<file path="src/hdl/csl_pkg.sv">
package csl_pkg;
   // ==========================================
   // Timing
   localparam int CLK_PERIOD_PS = 4000;
   localparam int CAL_TIME_NS = 1000;
   localparam int CAL_CYCLES = (CAL_TIME_NS * 1000 + CLK_PERIOD_PS - 1) / CLK_PERIOD_PS;
   localparam int ILAS_MULTIFRAMES = 4;
   // ==========================================
   // Register offsets (byte addresses)
   localparam logic [7:0] ADDR_CTRL = 8'h00;
   localparam logic [7:0] ADDR_CFG = 8'h04;
   localparam logic [7:0] ADDR_OVR = 8'h08;
   localparam logic [7:0] ADDR_STAT = 8'h0C;
   // ==========================================
   // Control fields
   localparam int CTRL_LINK_EN_BIT = 0;
   localparam int CTRL_CAL_EN_BIT = 1;
   localparam int CTRL_TRIG_BIT = 2;
   localparam int CTRL_OVERRANGE_ENABLE_BIT = 3;
   localparam logic [31:0] CTRL_MASK = 32'h0000000F;
   localparam logic [31:0] CTRL_RST = 32'h00000003;
   // ==========================================
   // Configuration fields
   localparam int CFG_MODE_LSB = 0;
   localparam int CFG_KM1_LSB = 8;
   localparam int CFG_SYNC_SEL_BIT = 16;
   localparam int CFG_BGCAL_BIT = 17;
   localparam int CFG_OFSCAL_BIT = 18;
   localparam int CFG_SINGLE_BIT = 19;
   localparam int CFG_LANE16_BIT = 20;
   localparam logic [31:0] CFG_LINK_MASK = 32'h00191F1F;
   localparam logic [31:0] CFG_CAL_MASK = 32'h00060000;
   localparam logic [31:0] CFG_RST = 32'h00011F00;
   // ==========================================
   // Overrange and status fields
   localparam logic [31:0] OVR_MASK = 32'h000000FF;
   localparam logic [31:0] OVR_RST = 32'h000000F0;
   localparam int STAT_LINK_LSB = 0;
   localparam int STAT_CAL_LSB = 2;
   localparam int STAT_CAL_DONE_BIT = 4;
   localparam int STAT_CORE_EN_BIT = 5;
   localparam int STAT_SYNC_BIT = 6;
   localparam int STAT_OVR_BIT = 7;
   // ==========================================
   // State types
   typedef enum logic [1:0] {LINK_HALT, LINK_CGS, LINK_ILAS, LINK_DATA} csl_link_t;
   typedef enum logic [1:0] {CAL_HALT, CAL_IDLE, CAL_RUN, CAL_BG} csl_cal_t;
endpackage : csl_pkg

</file>
<file path="src/hdl/csl_top.sv">
// Functional notes
// - Clearing link enable halts link machine
// - Clearing calibration enable halts calibration machine
// - Setting calibration enable resumes calibration
// - Setting link enable restarts link machine
// - Link states follow receiver sync
// - Trigger low then high starts calibration
// - Single-channel mode samples both clock edges
// - Lower lanes full rate, upper half
//
// Added by the designer: the register addresses and register access over Wishbone.
`timescale 1ns/1ps
`default_nettype none
module csl_top
   import csl_pkg::*;
(
   input wire logic ref_clk,
   input wire logic reset_n,
   input wire logic wb_cyc_i,
   input wire logic wb_stb_i,
   input wire logic wb_we_i,
   input wire logic [7:0] wb_adr_i,
   input wire logic [3:0] wb_sel_i,
   input wire logic [31:0] wb_dat_i,
   output logic [31:0] wb_dat_o,
   output logic wb_ack_o,
   input wire logic sync_se_n,
   input wire logic sync_ts_n,
   input wire logic analog_high_supply_good,
   output logic core_low_supply_en,
   output logic dual_edge_sample,
   output logic [15:0] lane_enable,
   output logic upper_lane_half_rate,
   output logic [4:0] link_mode_select,
   output logic [4:0] multiframe_length_minus_one,
   output logic send_cgs,
   output logic lane_valid,
   output logic cal_busy,
   input wire logic [7:0] ovr_sample,
   output logic overrange_flag
);
   // ==========================================
   // Register bus
   logic [31:0] ctrl_r, ctrl_nxt, cfg_r, cfg_nxt, ovr_r, ovr_nxt;
   logic [31:0] dat_r, dat_nxt, byte_mask, rd_word, stat_word, cfg_wmask;
   logic ack_r, ack_nxt, req, wr_go;
   logic trig_prev_r, trig_prev_nxt, trig_rise;
   csl_link_t link_state;
   csl_cal_t cal_state;
   logic cal_done, sync_q;

   genvar gi;
   generate
      for (gi = 0; gi < 4; gi++) begin : g_lane
         assign byte_mask[8*gi +: 8] = {8{wb_sel_i[gi]}};
      end
   endgenerate

   assign req = wb_cyc_i & wb_stb_i;
   // Write lands on the same edge the master sees ack
   assign wr_go = req & wb_we_i & ack_r;


   // Settings are frozen while their state machine runs
   always_comb begin
      cfg_wmask = byte_mask & 32'h00000000;
      if (!ctrl_r[CTRL_LINK_EN_BIT]) cfg_wmask = cfg_wmask | (byte_mask & CFG_LINK_MASK);
      if (!ctrl_r[CTRL_CAL_EN_BIT]) cfg_wmask = cfg_wmask | (byte_mask & CFG_CAL_MASK);
   end

   always_comb begin
      stat_word = 32'h00000000;
      stat_word[STAT_LINK_LSB +: 2] = link_state;
      stat_word[STAT_CAL_LSB +: 2] = cal_state;
      stat_word[STAT_CAL_DONE_BIT] = cal_done;
      stat_word[STAT_CORE_EN_BIT] = core_low_supply_en;
      stat_word[STAT_SYNC_BIT] = sync_q;
      stat_word[STAT_OVR_BIT] = overrange_flag;
   end

   always_comb begin
      unique case (wb_adr_i)
         ADDR_CTRL: rd_word = ctrl_r;
         ADDR_CFG: rd_word = cfg_r;
         ADDR_OVR: rd_word = ovr_r;
         ADDR_STAT: rd_word = stat_word;
         default: rd_word = 32'h00000000;
      endcase
   end

   always_comb begin
      ctrl_nxt = ctrl_r;
      cfg_nxt = cfg_r;
      ovr_nxt = ovr_r;
      dat_nxt = dat_r;
      ack_nxt = req & ~ack_r;
      trig_prev_nxt = ctrl_r[CTRL_TRIG_BIT];
      if (req && !ack_r) dat_nxt = rd_word;
      if (wr_go) begin
         unique case (wb_adr_i)
            ADDR_CTRL: begin
               ctrl_nxt = (ctrl_r & ~(byte_mask & CTRL_MASK))
                        | (wb_dat_i & byte_mask & CTRL_MASK);
            end
            ADDR_CFG: cfg_nxt = (cfg_r & ~cfg_wmask) | (wb_dat_i & cfg_wmask);
            ADDR_OVR: begin
               ovr_nxt = (ovr_r & ~(byte_mask & OVR_MASK))
                       | (wb_dat_i & byte_mask & OVR_MASK);
            end
            default: ;
         endcase
      end
   end


   always_ff @(posedge ref_clk) begin
      if (!reset_n) begin
         ctrl_r <= CTRL_RST;
         cfg_r <= CFG_RST;
         ovr_r <= OVR_RST;
         dat_r <= 32'h00000000;
         ack_r <= 1'b0;
         trig_prev_r <= 1'b0;
      end else begin
         ctrl_r <= ctrl_nxt;
         cfg_r <= cfg_nxt;
         ovr_r <= ovr_nxt;
         dat_r <= dat_nxt;
         ack_r <= ack_nxt;
         trig_prev_r <= trig_prev_nxt;
      end
   end


   assign wb_ack_o = ack_r;
   assign wb_dat_o = dat_r;
   // Only a 0 then 1 sequence on the trigger bit starts a run
   assign trig_rise = ctrl_r[CTRL_TRIG_BIT] & ~trig_prev_r;

   // ==========================================
   // Link and calibration machines
   logic sync_pin_n;
   // Source switch only happens while the link is halted, so no glitch reaches the link
   assign sync_pin_n = cfg_r[CFG_SYNC_SEL_BIT] ? sync_se_n : sync_ts_n;


   csl_link u_link (
      .ref_clk(ref_clk),
      .reset_n(reset_n),
      .link_en(ctrl_r[CTRL_LINK_EN_BIT]),
      .km1(cfg_r[CFG_KM1_LSB +: 5]),
      .sync_raw_n(sync_pin_n),
      .state(link_state),
      .sync_n(sync_q),
      .send_cgs(send_cgs),
      .lane_valid(lane_valid)
   );


   csl_cal u_cal (
      .ref_clk(ref_clk),
      .reset_n(reset_n),
      .cal_en(ctrl_r[CTRL_CAL_EN_BIT]),
      .start(trig_rise),
      .background(cfg_r[CFG_BGCAL_BIT]),
      .state(cal_state),
      .busy(cal_busy),
      .done(cal_done)
   );

   // ==========================================
   // Supply sequencing, lanes, sampling, overrange
   logic pg1_r, pg2_r, pg3_r, pg_r, pg_nxt;
   logic [15:0] lane_r, lane_nxt;
   logic half_r, half_nxt, des_r, des_nxt, ovf_r, ovf_nxt;
   logic [4:0] mode_r, mode_nxt, km1_r, km1_nxt;

   always_comb begin
      pg_nxt = (pg2_r == pg3_r) ? pg3_r : pg_r;
      lane_nxt = 16'h0000;
      if (ctrl_r[CTRL_LINK_EN_BIT]) begin
         lane_nxt = {{8{cfg_r[CFG_LANE16_BIT]}}, 8'hFF};
      end
      half_nxt = cfg_r[CFG_LANE16_BIT];
      // Single-channel reuses the same clock by sampling both edges
      des_nxt = cfg_r[CFG_SINGLE_BIT];
      mode_nxt = cfg_r[CFG_MODE_LSB +: 5];
      km1_nxt = cfg_r[CFG_KM1_LSB +: 5];
      ovf_nxt = ctrl_r[CTRL_OVERRANGE_ENABLE_BIT] && (ovr_sample > ovr_r[7:0]);
   end

   always_ff @(posedge ref_clk) begin
      if (!reset_n) begin
         pg1_r <= 1'b0;
         pg2_r <= 1'b0;
         pg3_r <= 1'b0;
         pg_r <= 1'b0;
         lane_r <= 16'h0000;
         half_r <= 1'b0;
         des_r <= 1'b0;
         mode_r <= 5'h00;
         km1_r <= 5'h00;
         ovf_r <= 1'b0;
      end else begin
         pg1_r <= analog_high_supply_good;
         pg2_r <= pg1_r;
         pg3_r <= pg2_r;
         pg_r <= pg_nxt;
         lane_r <= lane_nxt;
         half_r <= half_nxt;
         des_r <= des_nxt;
         mode_r <= mode_nxt;
         km1_r <= km1_nxt;
         ovf_r <= ovf_nxt;
      end
   end


   // Drops with the filtered good flag, no extra delay stage
   assign core_low_supply_en = pg_r;
   assign lane_enable = lane_r;
   assign upper_lane_half_rate = half_r;
   assign dual_edge_sample = des_r;
   assign link_mode_select = mode_r;
   assign multiframe_length_minus_one = km1_r;
   assign overrange_flag = ovf_r;

   // ==========================================
   // Checks

   ack_pulse_a: assert property (@(posedge ref_clk) disable iff (!reset_n)
      req && !ack_r |=> ack_r ##1 !ack_r) else $error("ack not one cycle");
   mode_lock_a: assert property (@(posedge ref_clk) disable iff (!reset_n)
      ctrl_r[CTRL_LINK_EN_BIT] |=> $stable(cfg_r[CFG_MODE_LSB +: 5]))
      else $error("mode changed while link runs");
   calopt_lock_a: assert property (@(posedge ref_clk) disable iff (!reset_n)
      ctrl_r[CTRL_CAL_EN_BIT] |=> $stable(cfg_r[CFG_BGCAL_BIT])) else $error("cal option changed");
   cal_start_a: assert property (@(posedge ref_clk) disable iff (!reset_n)
      trig_rise && (cal_state == CAL_IDLE) && ctrl_r[CTRL_CAL_EN_BIT] |=> cal_busy)
      else $error("trigger did not start cal");
   core_on_a: assert property (@(posedge ref_clk) disable iff (!reset_n)
      $rose(core_low_supply_en) |-> $past(pg3_r) && $past(pg2_r))
      else $error("core supply on without good");
   core_off_a: assert property (@(posedge ref_clk) disable iff (!reset_n)
      pg_r && !pg2_r && !pg3_r |=> !core_low_supply_en) else $error("core supply kept on");
   des_mode_a: assert property (@(posedge ref_clk) disable iff (!reset_n)
      cfg_r[CFG_SINGLE_BIT] |=> dual_edge_sample) else $error("dual edge not set");
   lane_rate_a: assert property (@(posedge ref_clk) disable iff (!reset_n)
      ctrl_r[CTRL_LINK_EN_BIT] |=> lane_enable[7:0] == 8'hFF) else $error("low lanes off");
   link_start_a: assert property (@(posedge ref_clk) disable iff (!reset_n)
      $rose(ctrl_r[CTRL_LINK_EN_BIT]) |-> ##[1:2] link_state == LINK_CGS)
      else $error("link did not restart");

   // Fields that must stay frozen while their machines run, then resume, lane, sampling, overrange, trigger and bus checks
   km1_lock_a: assert property (@(posedge ref_clk) disable iff (!reset_n)
      ctrl_r[CTRL_LINK_EN_BIT] |=> $stable(cfg_r[CFG_KM1_LSB +: 5]))
      else $error("multiframe length changed while link runs");

   sync_sel_lock_a: assert property (@(posedge ref_clk) disable iff (!reset_n)
      ctrl_r[CTRL_LINK_EN_BIT] |=> $stable(cfg_r[CFG_SYNC_SEL_BIT]))
      else $error("sync source changed while link runs");

   ofs_lock_a: assert property (@(posedge ref_clk) disable iff (!reset_n)
      ctrl_r[CTRL_CAL_EN_BIT] |=> $stable(cfg_r[CFG_OFSCAL_BIT]))
      else $error("offset option changed");

   cal_resume_a: assert property (@(posedge ref_clk) disable iff (!reset_n)
      $rose(ctrl_r[CTRL_CAL_EN_BIT]) |=> cal_state != CAL_HALT)
      else $error("cal did not resume");

   lane_off_a: assert property (@(posedge ref_clk) disable iff (!reset_n)
      !ctrl_r[CTRL_LINK_EN_BIT] |=> lane_enable == 16'h0000)
      else $error("lanes on while link halted");

   upper_lane_a: assert property (@(posedge ref_clk) disable iff (!reset_n)
      ctrl_r[CTRL_LINK_EN_BIT] && cfg_r[CFG_LANE16_BIT] |=> lane_enable[15:8] == 8'hFF)
      else $error("upper lanes off");

   half_rate_a: assert property (@(posedge ref_clk) disable iff (!reset_n)
      1'b1 |=> upper_lane_half_rate == $past(cfg_r[CFG_LANE16_BIT]))
      else $error("upper lane rate wrong");

   des_off_a: assert property (@(posedge ref_clk) disable iff (!reset_n)
      !cfg_r[CFG_SINGLE_BIT] |=> !dual_edge_sample)
      else $error("dual edge set in dual channel mode");

   ovr_off_a: assert property (@(posedge ref_clk) disable iff (!reset_n)
      !ctrl_r[CTRL_OVERRANGE_ENABLE_BIT] |=> !overrange_flag)
      else $error("overrange flag while disabled");

   trig_once_a: assert property (@(posedge ref_clk) disable iff (!reset_n)
      trig_rise |=> !trig_rise)
      else $error("trigger edge repeated");

   mode_copy_a: assert property (@(posedge ref_clk) disable iff (!reset_n)
      1'b1 |=> link_mode_select == $past(cfg_r[CFG_MODE_LSB +: 5]))
      else $error("link mode output wrong");

   rd_data_a: assert property (@(posedge ref_clk) disable iff (!reset_n)
      req && !ack_r |=> wb_dat_o == $past(rd_word))
      else $error("read data not latched");
endmodule : csl_top
`default_nettype wire

</file>
<file path="src/hdl/csl_link.sv">
`timescale 1ns/1ps
`default_nettype none
module csl_link
   import csl_pkg::*;
(
   input wire logic ref_clk,
   input wire logic reset_n,
   input wire logic link_en,
   input wire logic [4:0] km1,
   input wire logic sync_raw_n,
   output csl_link_t state,
   output logic sync_n,
   output logic send_cgs,
   output logic lane_valid
);
   logic s1_r, s2_r, s3_r, sync_r, sync_nxt;
   csl_link_t state_r, state_nxt;
   logic [8:0] cnt_r, cnt_nxt;
   localparam logic [8:0] ILAS_MF = 9'(ILAS_MULTIFRAMES);

   always_comb begin
      sync_nxt = (s2_r == s3_r) ? s3_r : sync_r;
      state_nxt = state_r;
      cnt_nxt = cnt_r;
      unique case (state_r)
         LINK_HALT: if (link_en) state_nxt = LINK_CGS;
         LINK_CGS: if (sync_r) begin
            state_nxt = LINK_ILAS;
            cnt_nxt = ILAS_MF * {4'h0, km1} + ILAS_MF - 9'h001;
         end
         LINK_ILAS: begin
            cnt_nxt = cnt_r - 9'h001;
            if (!sync_r) state_nxt = LINK_CGS;
            else if (cnt_r == 9'h000) state_nxt = LINK_DATA;
         end
         LINK_DATA: if (!sync_r) state_nxt = LINK_CGS;
      endcase
      if (!link_en) state_nxt = LINK_HALT;
   end

   always_ff @(posedge ref_clk) begin
      if (!reset_n) begin
         // Start at the requesting level so no false ILAS follows reset
         s1_r <= 1'b0;
         s2_r <= 1'b0;
         s3_r <= 1'b0;
         sync_r <= 1'b0;
         state_r <= LINK_HALT;
         cnt_r <= 9'h000;
      end else begin
         s1_r <= sync_raw_n;
         s2_r <= s1_r;
         s3_r <= s2_r;
         sync_r <= sync_nxt;
         state_r <= state_nxt;
         cnt_r <= cnt_nxt;
      end
   end

   assign state = state_r;
   assign sync_n = sync_r;
   assign send_cgs = (state_r == LINK_CGS);
   assign lane_valid = (state_r == LINK_DATA);

   link_halt_a: assert property (@(posedge ref_clk) disable iff (!reset_n)
      !link_en |=> state_r == LINK_HALT) else $error("link not halted");
   sync_loss_a: assert property (@(posedge ref_clk) disable iff (!reset_n)
      link_en && state_r == LINK_DATA && !sync_r |=> state_r == LINK_CGS)
      else $error("sync loss ignored");
   ilas_hold_a: assert property (@(posedge ref_clk) disable iff (!reset_n)
      state_r == LINK_CGS && !sync_r && link_en |=> state_r == LINK_CGS)
      else $error("left cgs without sync");
endmodule : csl_link
`default_nettype wire

</file>
<file path="src/hdl/csl_cal.sv">
`timescale 1ns/1ps
`default_nettype none
module csl_cal
   import csl_pkg::*;
(
   input wire logic ref_clk,
   input wire logic reset_n,
   input wire logic cal_en,
   input wire logic start,
   input wire logic background,
   output csl_cal_t state,
   output logic busy,
   output logic done
);
   localparam logic [8:0] RUN_LAST = 9'(CAL_CYCLES - 1);
   csl_cal_t state_r, state_nxt;
   logic [8:0] cnt_r, cnt_nxt;
   logic done_r, done_nxt;

   always_comb begin
      state_nxt = state_r;
      cnt_nxt = cnt_r;
      done_nxt = done_r;
      unique case (state_r)
         CAL_HALT: if (cal_en) state_nxt = background ? CAL_BG : CAL_IDLE;
         CAL_IDLE, CAL_BG: if (start) begin
            state_nxt = CAL_RUN;
            cnt_nxt = 9'h000;
            done_nxt = 1'b0;
         end
         CAL_RUN: begin
            cnt_nxt = cnt_r + 9'h001;
            if (cnt_r == RUN_LAST) begin
               state_nxt = background ? CAL_BG : CAL_IDLE;
               done_nxt = 1'b1;
            end
         end
      endcase
      if (!cal_en) state_nxt = CAL_HALT;
   end

   always_ff @(posedge ref_clk) begin
      if (!reset_n) begin
         state_r <= CAL_HALT;
         cnt_r <= 9'h000;
         done_r <= 1'b0;
      end else begin
         state_r <= state_nxt;
         cnt_r <= cnt_nxt;
         done_r <= done_nxt;
      end
   end

   assign state = state_r;
   assign busy = (state_r == CAL_RUN);
   assign done = done_r;

   cal_halt_a: assert property (@(posedge ref_clk) disable iff (!reset_n)
      !cal_en |=> state_r == CAL_HALT) else $error("cal not halted");
   cal_length_a: assert property (@(posedge ref_clk) disable iff (!reset_n)
      $rose(busy) && cal_en |-> busy [*8]) else $error("cal run too short");
endmodule : csl_cal
`default_nettype wire

</file>
<file path="config.mk">
export PLATFORM = sky130hd
export DESIGN_NAME = csl_top
export DESIGN_NICKNAME = d
export VERILOG_FILES = /design/src/hdl/csl_pkg.sv /design/src/hdl/csl_top.sv /design/src/hdl/csl_link.sv /design/src/hdl/csl_cal.sv
export SDC_FILE = /design/constraint.sdc
export NUM_CORES = 1
export LEC_CHECK = 0
export ABC_AREA = 1
export BUFFER_PORTS_ARGS = -buffer_cell sky130_fd_sc_hd__buf_2
export CORE_MARGIN = 1
export CORE_UTILIZATION = 30
export DETAILED_ROUTE_END_ITERATION = 10
export PLACE_DENSITY = 0.52
export SYNTH_ARGS = -nofsm -noshare
export SYNTH_HDL_FRONTEND = slang
export SYNTH_SLANG_ARGS = --single-unit
export TNS_END_PERCENT = 50
</file>
<file path="constraint.sdc">
create_clock -name ref_clk -period 1.9 [get_ports ref_clk]
set_input_delay 0.57 -clock ref_clk [delete_from_list [all_inputs] [get_ports ref_clk]]
set_output_delay 0.57 -clock ref_clk [all_outputs]
set_load 0.02 [all_outputs]
</file>
==> metrics.yaml <==
status:
  status: "complete, no violations"
yosys:
  syn-cell-area_um2: 4490
  synth_top_area_cell: "dfxtp_1"
  yosysMostFrequentCell: "nand2_1"
  synth-edff-count: 0
  avgSynthCellArea_um2: 7.26
  synth_common_cells: "120 x nand2_1, 93 x dfxtp_1, 80 x inv_1, 54 x a21oi_1"
  seq_area_frac_synth_pct: 41.4
  yosys_warnings: 0
  synth_top_flop_cell: "dfxtp_1"
  synthTopCellsByArea: "dfxtp_1 41%, nand2_1 10%, inv_1 6.7%"
  synth.distinct_cells: 36
  async_reset_ff_share_pct: 0
  yosys.area.top_type_share_pct: 41.4
  netlist_instances: 619
  yosys_register_bits: 93
power:
  peakVddDrop_mv: 0.421
  p_sw_w: 0.00126
  power.leakage_nw: 2.69
  power_frac_comb_pct: 14.0
  swShare_pct: 27.8
  clockPowerShare_pct: 40.2
  p_seq_share_pct: 45.7
  p_per_area_nw_per_um2: 831
  p_int_w: 0.00327
routing:
  drt_wl_total_um: 11400
  via_count: 4188
  wl_per_cell_um: 12.6
  first_pass_iters: 4
  ant_nets: 0
  drc: 0
  viasPerCell: 4.64
  first_iter_violations: 208
sta:
  rsz0062_at_grt: "no"
  fin_skew_ns: 0.0102
  setup-tns-final_ns: 0
  post-route-period-util_pct: 94.6
  maxSlewViolCount: 0
  setup_viol: 0
  fmax_mhz: 557
  final_hold_viol_count: 0
  layout_min_cycle_time_ns: 1.80
clock_network:
  clk_pin_slew_ns: 0.07
  hold_buffers: 0
  cts_tree: "done"
  root_buffer: "clkbuf_16"
  numCtsBuffers: 9
  clk_latency_ns: 0.35
  h-tree-depth: 3
  cts_buffer_depth: 2
  clock_sinks: 93
setup_path:
  path_class: "register to output pin"
  cp_slowest_stage_delay_ns: 0.43
  startpoint_type: "register"
  path_cells: "inv_1 -> ha_1 -> buf_2"
  worstSetupEndpointType: "output pin"
  crit_required_ns: 1.33
  critPathArrivalTime_ns: 1.23
  cp_max_fo: 5
  worst_path_max_delay_cell: "dfxtp_1"
global_routing:
  grt_pass1_wl_um: 18400
  grt_usage_pct: 14.8
  overflow: 0
  grt_max_degree: 67
  grt_antenna_before_repair: 1
  grt_pass1_vias: 3788
die:
  die_w_um: 124
  die_area_um2: 15500
  die_y_um: 124
  row_count: 44
  ios: 126
  start_util_pct: 30.8
  core_um2: 14600
placed_design:
  routabilityCongestion: 0.872
  portBuffers: 96
  place_hpwl_um: 8660
  dpl_cell_area_um2: 5140
layout:
  diodes: 0
  fin_area_um2: 5450
  layout-drive-gt1-share_pct: 21.0
  nNetsFinal: 790
  syn_to_final_growth_pct: 21.3
job:
  drv_cap: 0
worst_hold_path:
  hp-class: "input pin to register"
[critical path, delay by kind of cell, from the launching register on]
kind | cells | cell delay, ns
buffers and inverters | 2 | 0.25
adder cells (fa/ha/maj) | 1 | 0.20
flip-flops | 1 | 0.43
[power by group through the flow]
stage,clock (W),sequential [W],combinational (W)
floorplan,0,0.00213,0.000436
global placement,0,0.00211,0.000613
detailed placement,0,0.00212,0.000627
CTS,0.00188,0.00207,0.000630
global route,0.00197,0.00208,0.000716
finish,0.00182,0.00207,0.000636
[cell type report]
class	instances	area, um^2
multi-input cells	405	2060
clock buffers	9	225
flip-flops and latches	93	1860
fillers	1527	9140
repair buffers	117	663
inverters	88	333
well taps	184	230
clock inverters	7	75.1
[per-layer routing]
layer | global-route usage (%) | vias to the layer above | part of all wire [%]
li1 | - | 2161 | -
met1 | 19.2 | 1913 | 47
met2 | 24.0 | 104 | 47
met3 | 4.17 | 8 | 4.4
met4 | 4.11 | 2 | 0.79
met5 | 0 | - | 0.070
[logic make-up after synthesis]
| logic type | share of synthesized area (%) |
|---|---|
| compound gates | 15.5 |
| simple gates | 24.4 |
| buf+inv | 13.9 |
| other cells | 0.0835 |
| fa+ha+maj | 4.46 |
| xor+xnor | 0.195 |
| flops | 41.4 |
[worst paths after layout]
kind | endpoint | slack (ns) | start | cells after the start
hold reg to reg | u_link.s2_r | 0.42 | u_link.s1_r | 2
setup / recovery | send_cgs | 0.10 | u_link.state[1] | 3
hold / removal | pg1_r | 0.40 | analog_high_supply_good | 3
setup reg to reg | u_link.cnt_r[7] | 0.28 | register | 10
[per-stage QoR]
step | std cells | utilization (%) | hold slack [ns] | total power (W) | setup slack [ns]
after floorplan | 632 | - | 0.390 | 0.00257 | 0.285
after global placement | 887 | 35.2 | 0.403 | 0.00273 | 0.0153
after detailed placement | 887 | 35.2 | 0.403 | 0.00274 | -0.0347
after CTS | 903 | 37.3 | 0.395 | 0.00459 | 0.0795
after global routing | 903 | 37.4 | 0.402 | 0.00477 | 0.0296
final | 903 | 37.4 | 0.405 | 0.00453 | 0.103
[layout by cell type (no fill, tap or decap), types with 2 or more instances in the layout]
cell type	count
nor3_4	2
dfxtp_1	93
nand2_1	120
o211ai_1	4
clkbuf_16	9
clkinv_1	3
clkinvlp_4	2
o21ai_0	47
inv_2	4
buf_2	96
a21oi_1	54
clkinv_2	2
o21a_1	2
nand3_1	49
o21ai_1	6
nand2_2	2
buf_4	19
inv_1	80
a211oi_1	2
buf_12	2
a31oi_1	4
o211ai_2	4
nor3_1	4
nor2_1	49
conb_1	14
nand4_1	16
ha_1	16
[repair_timing]
item,CTS,global route
endpoints found under the hold margin,0,0
setup buffers,0,0
resized for setup,0,1
setup endpoints to repair,0,1
Note: power is estimated with default switching activity, not from simulation.
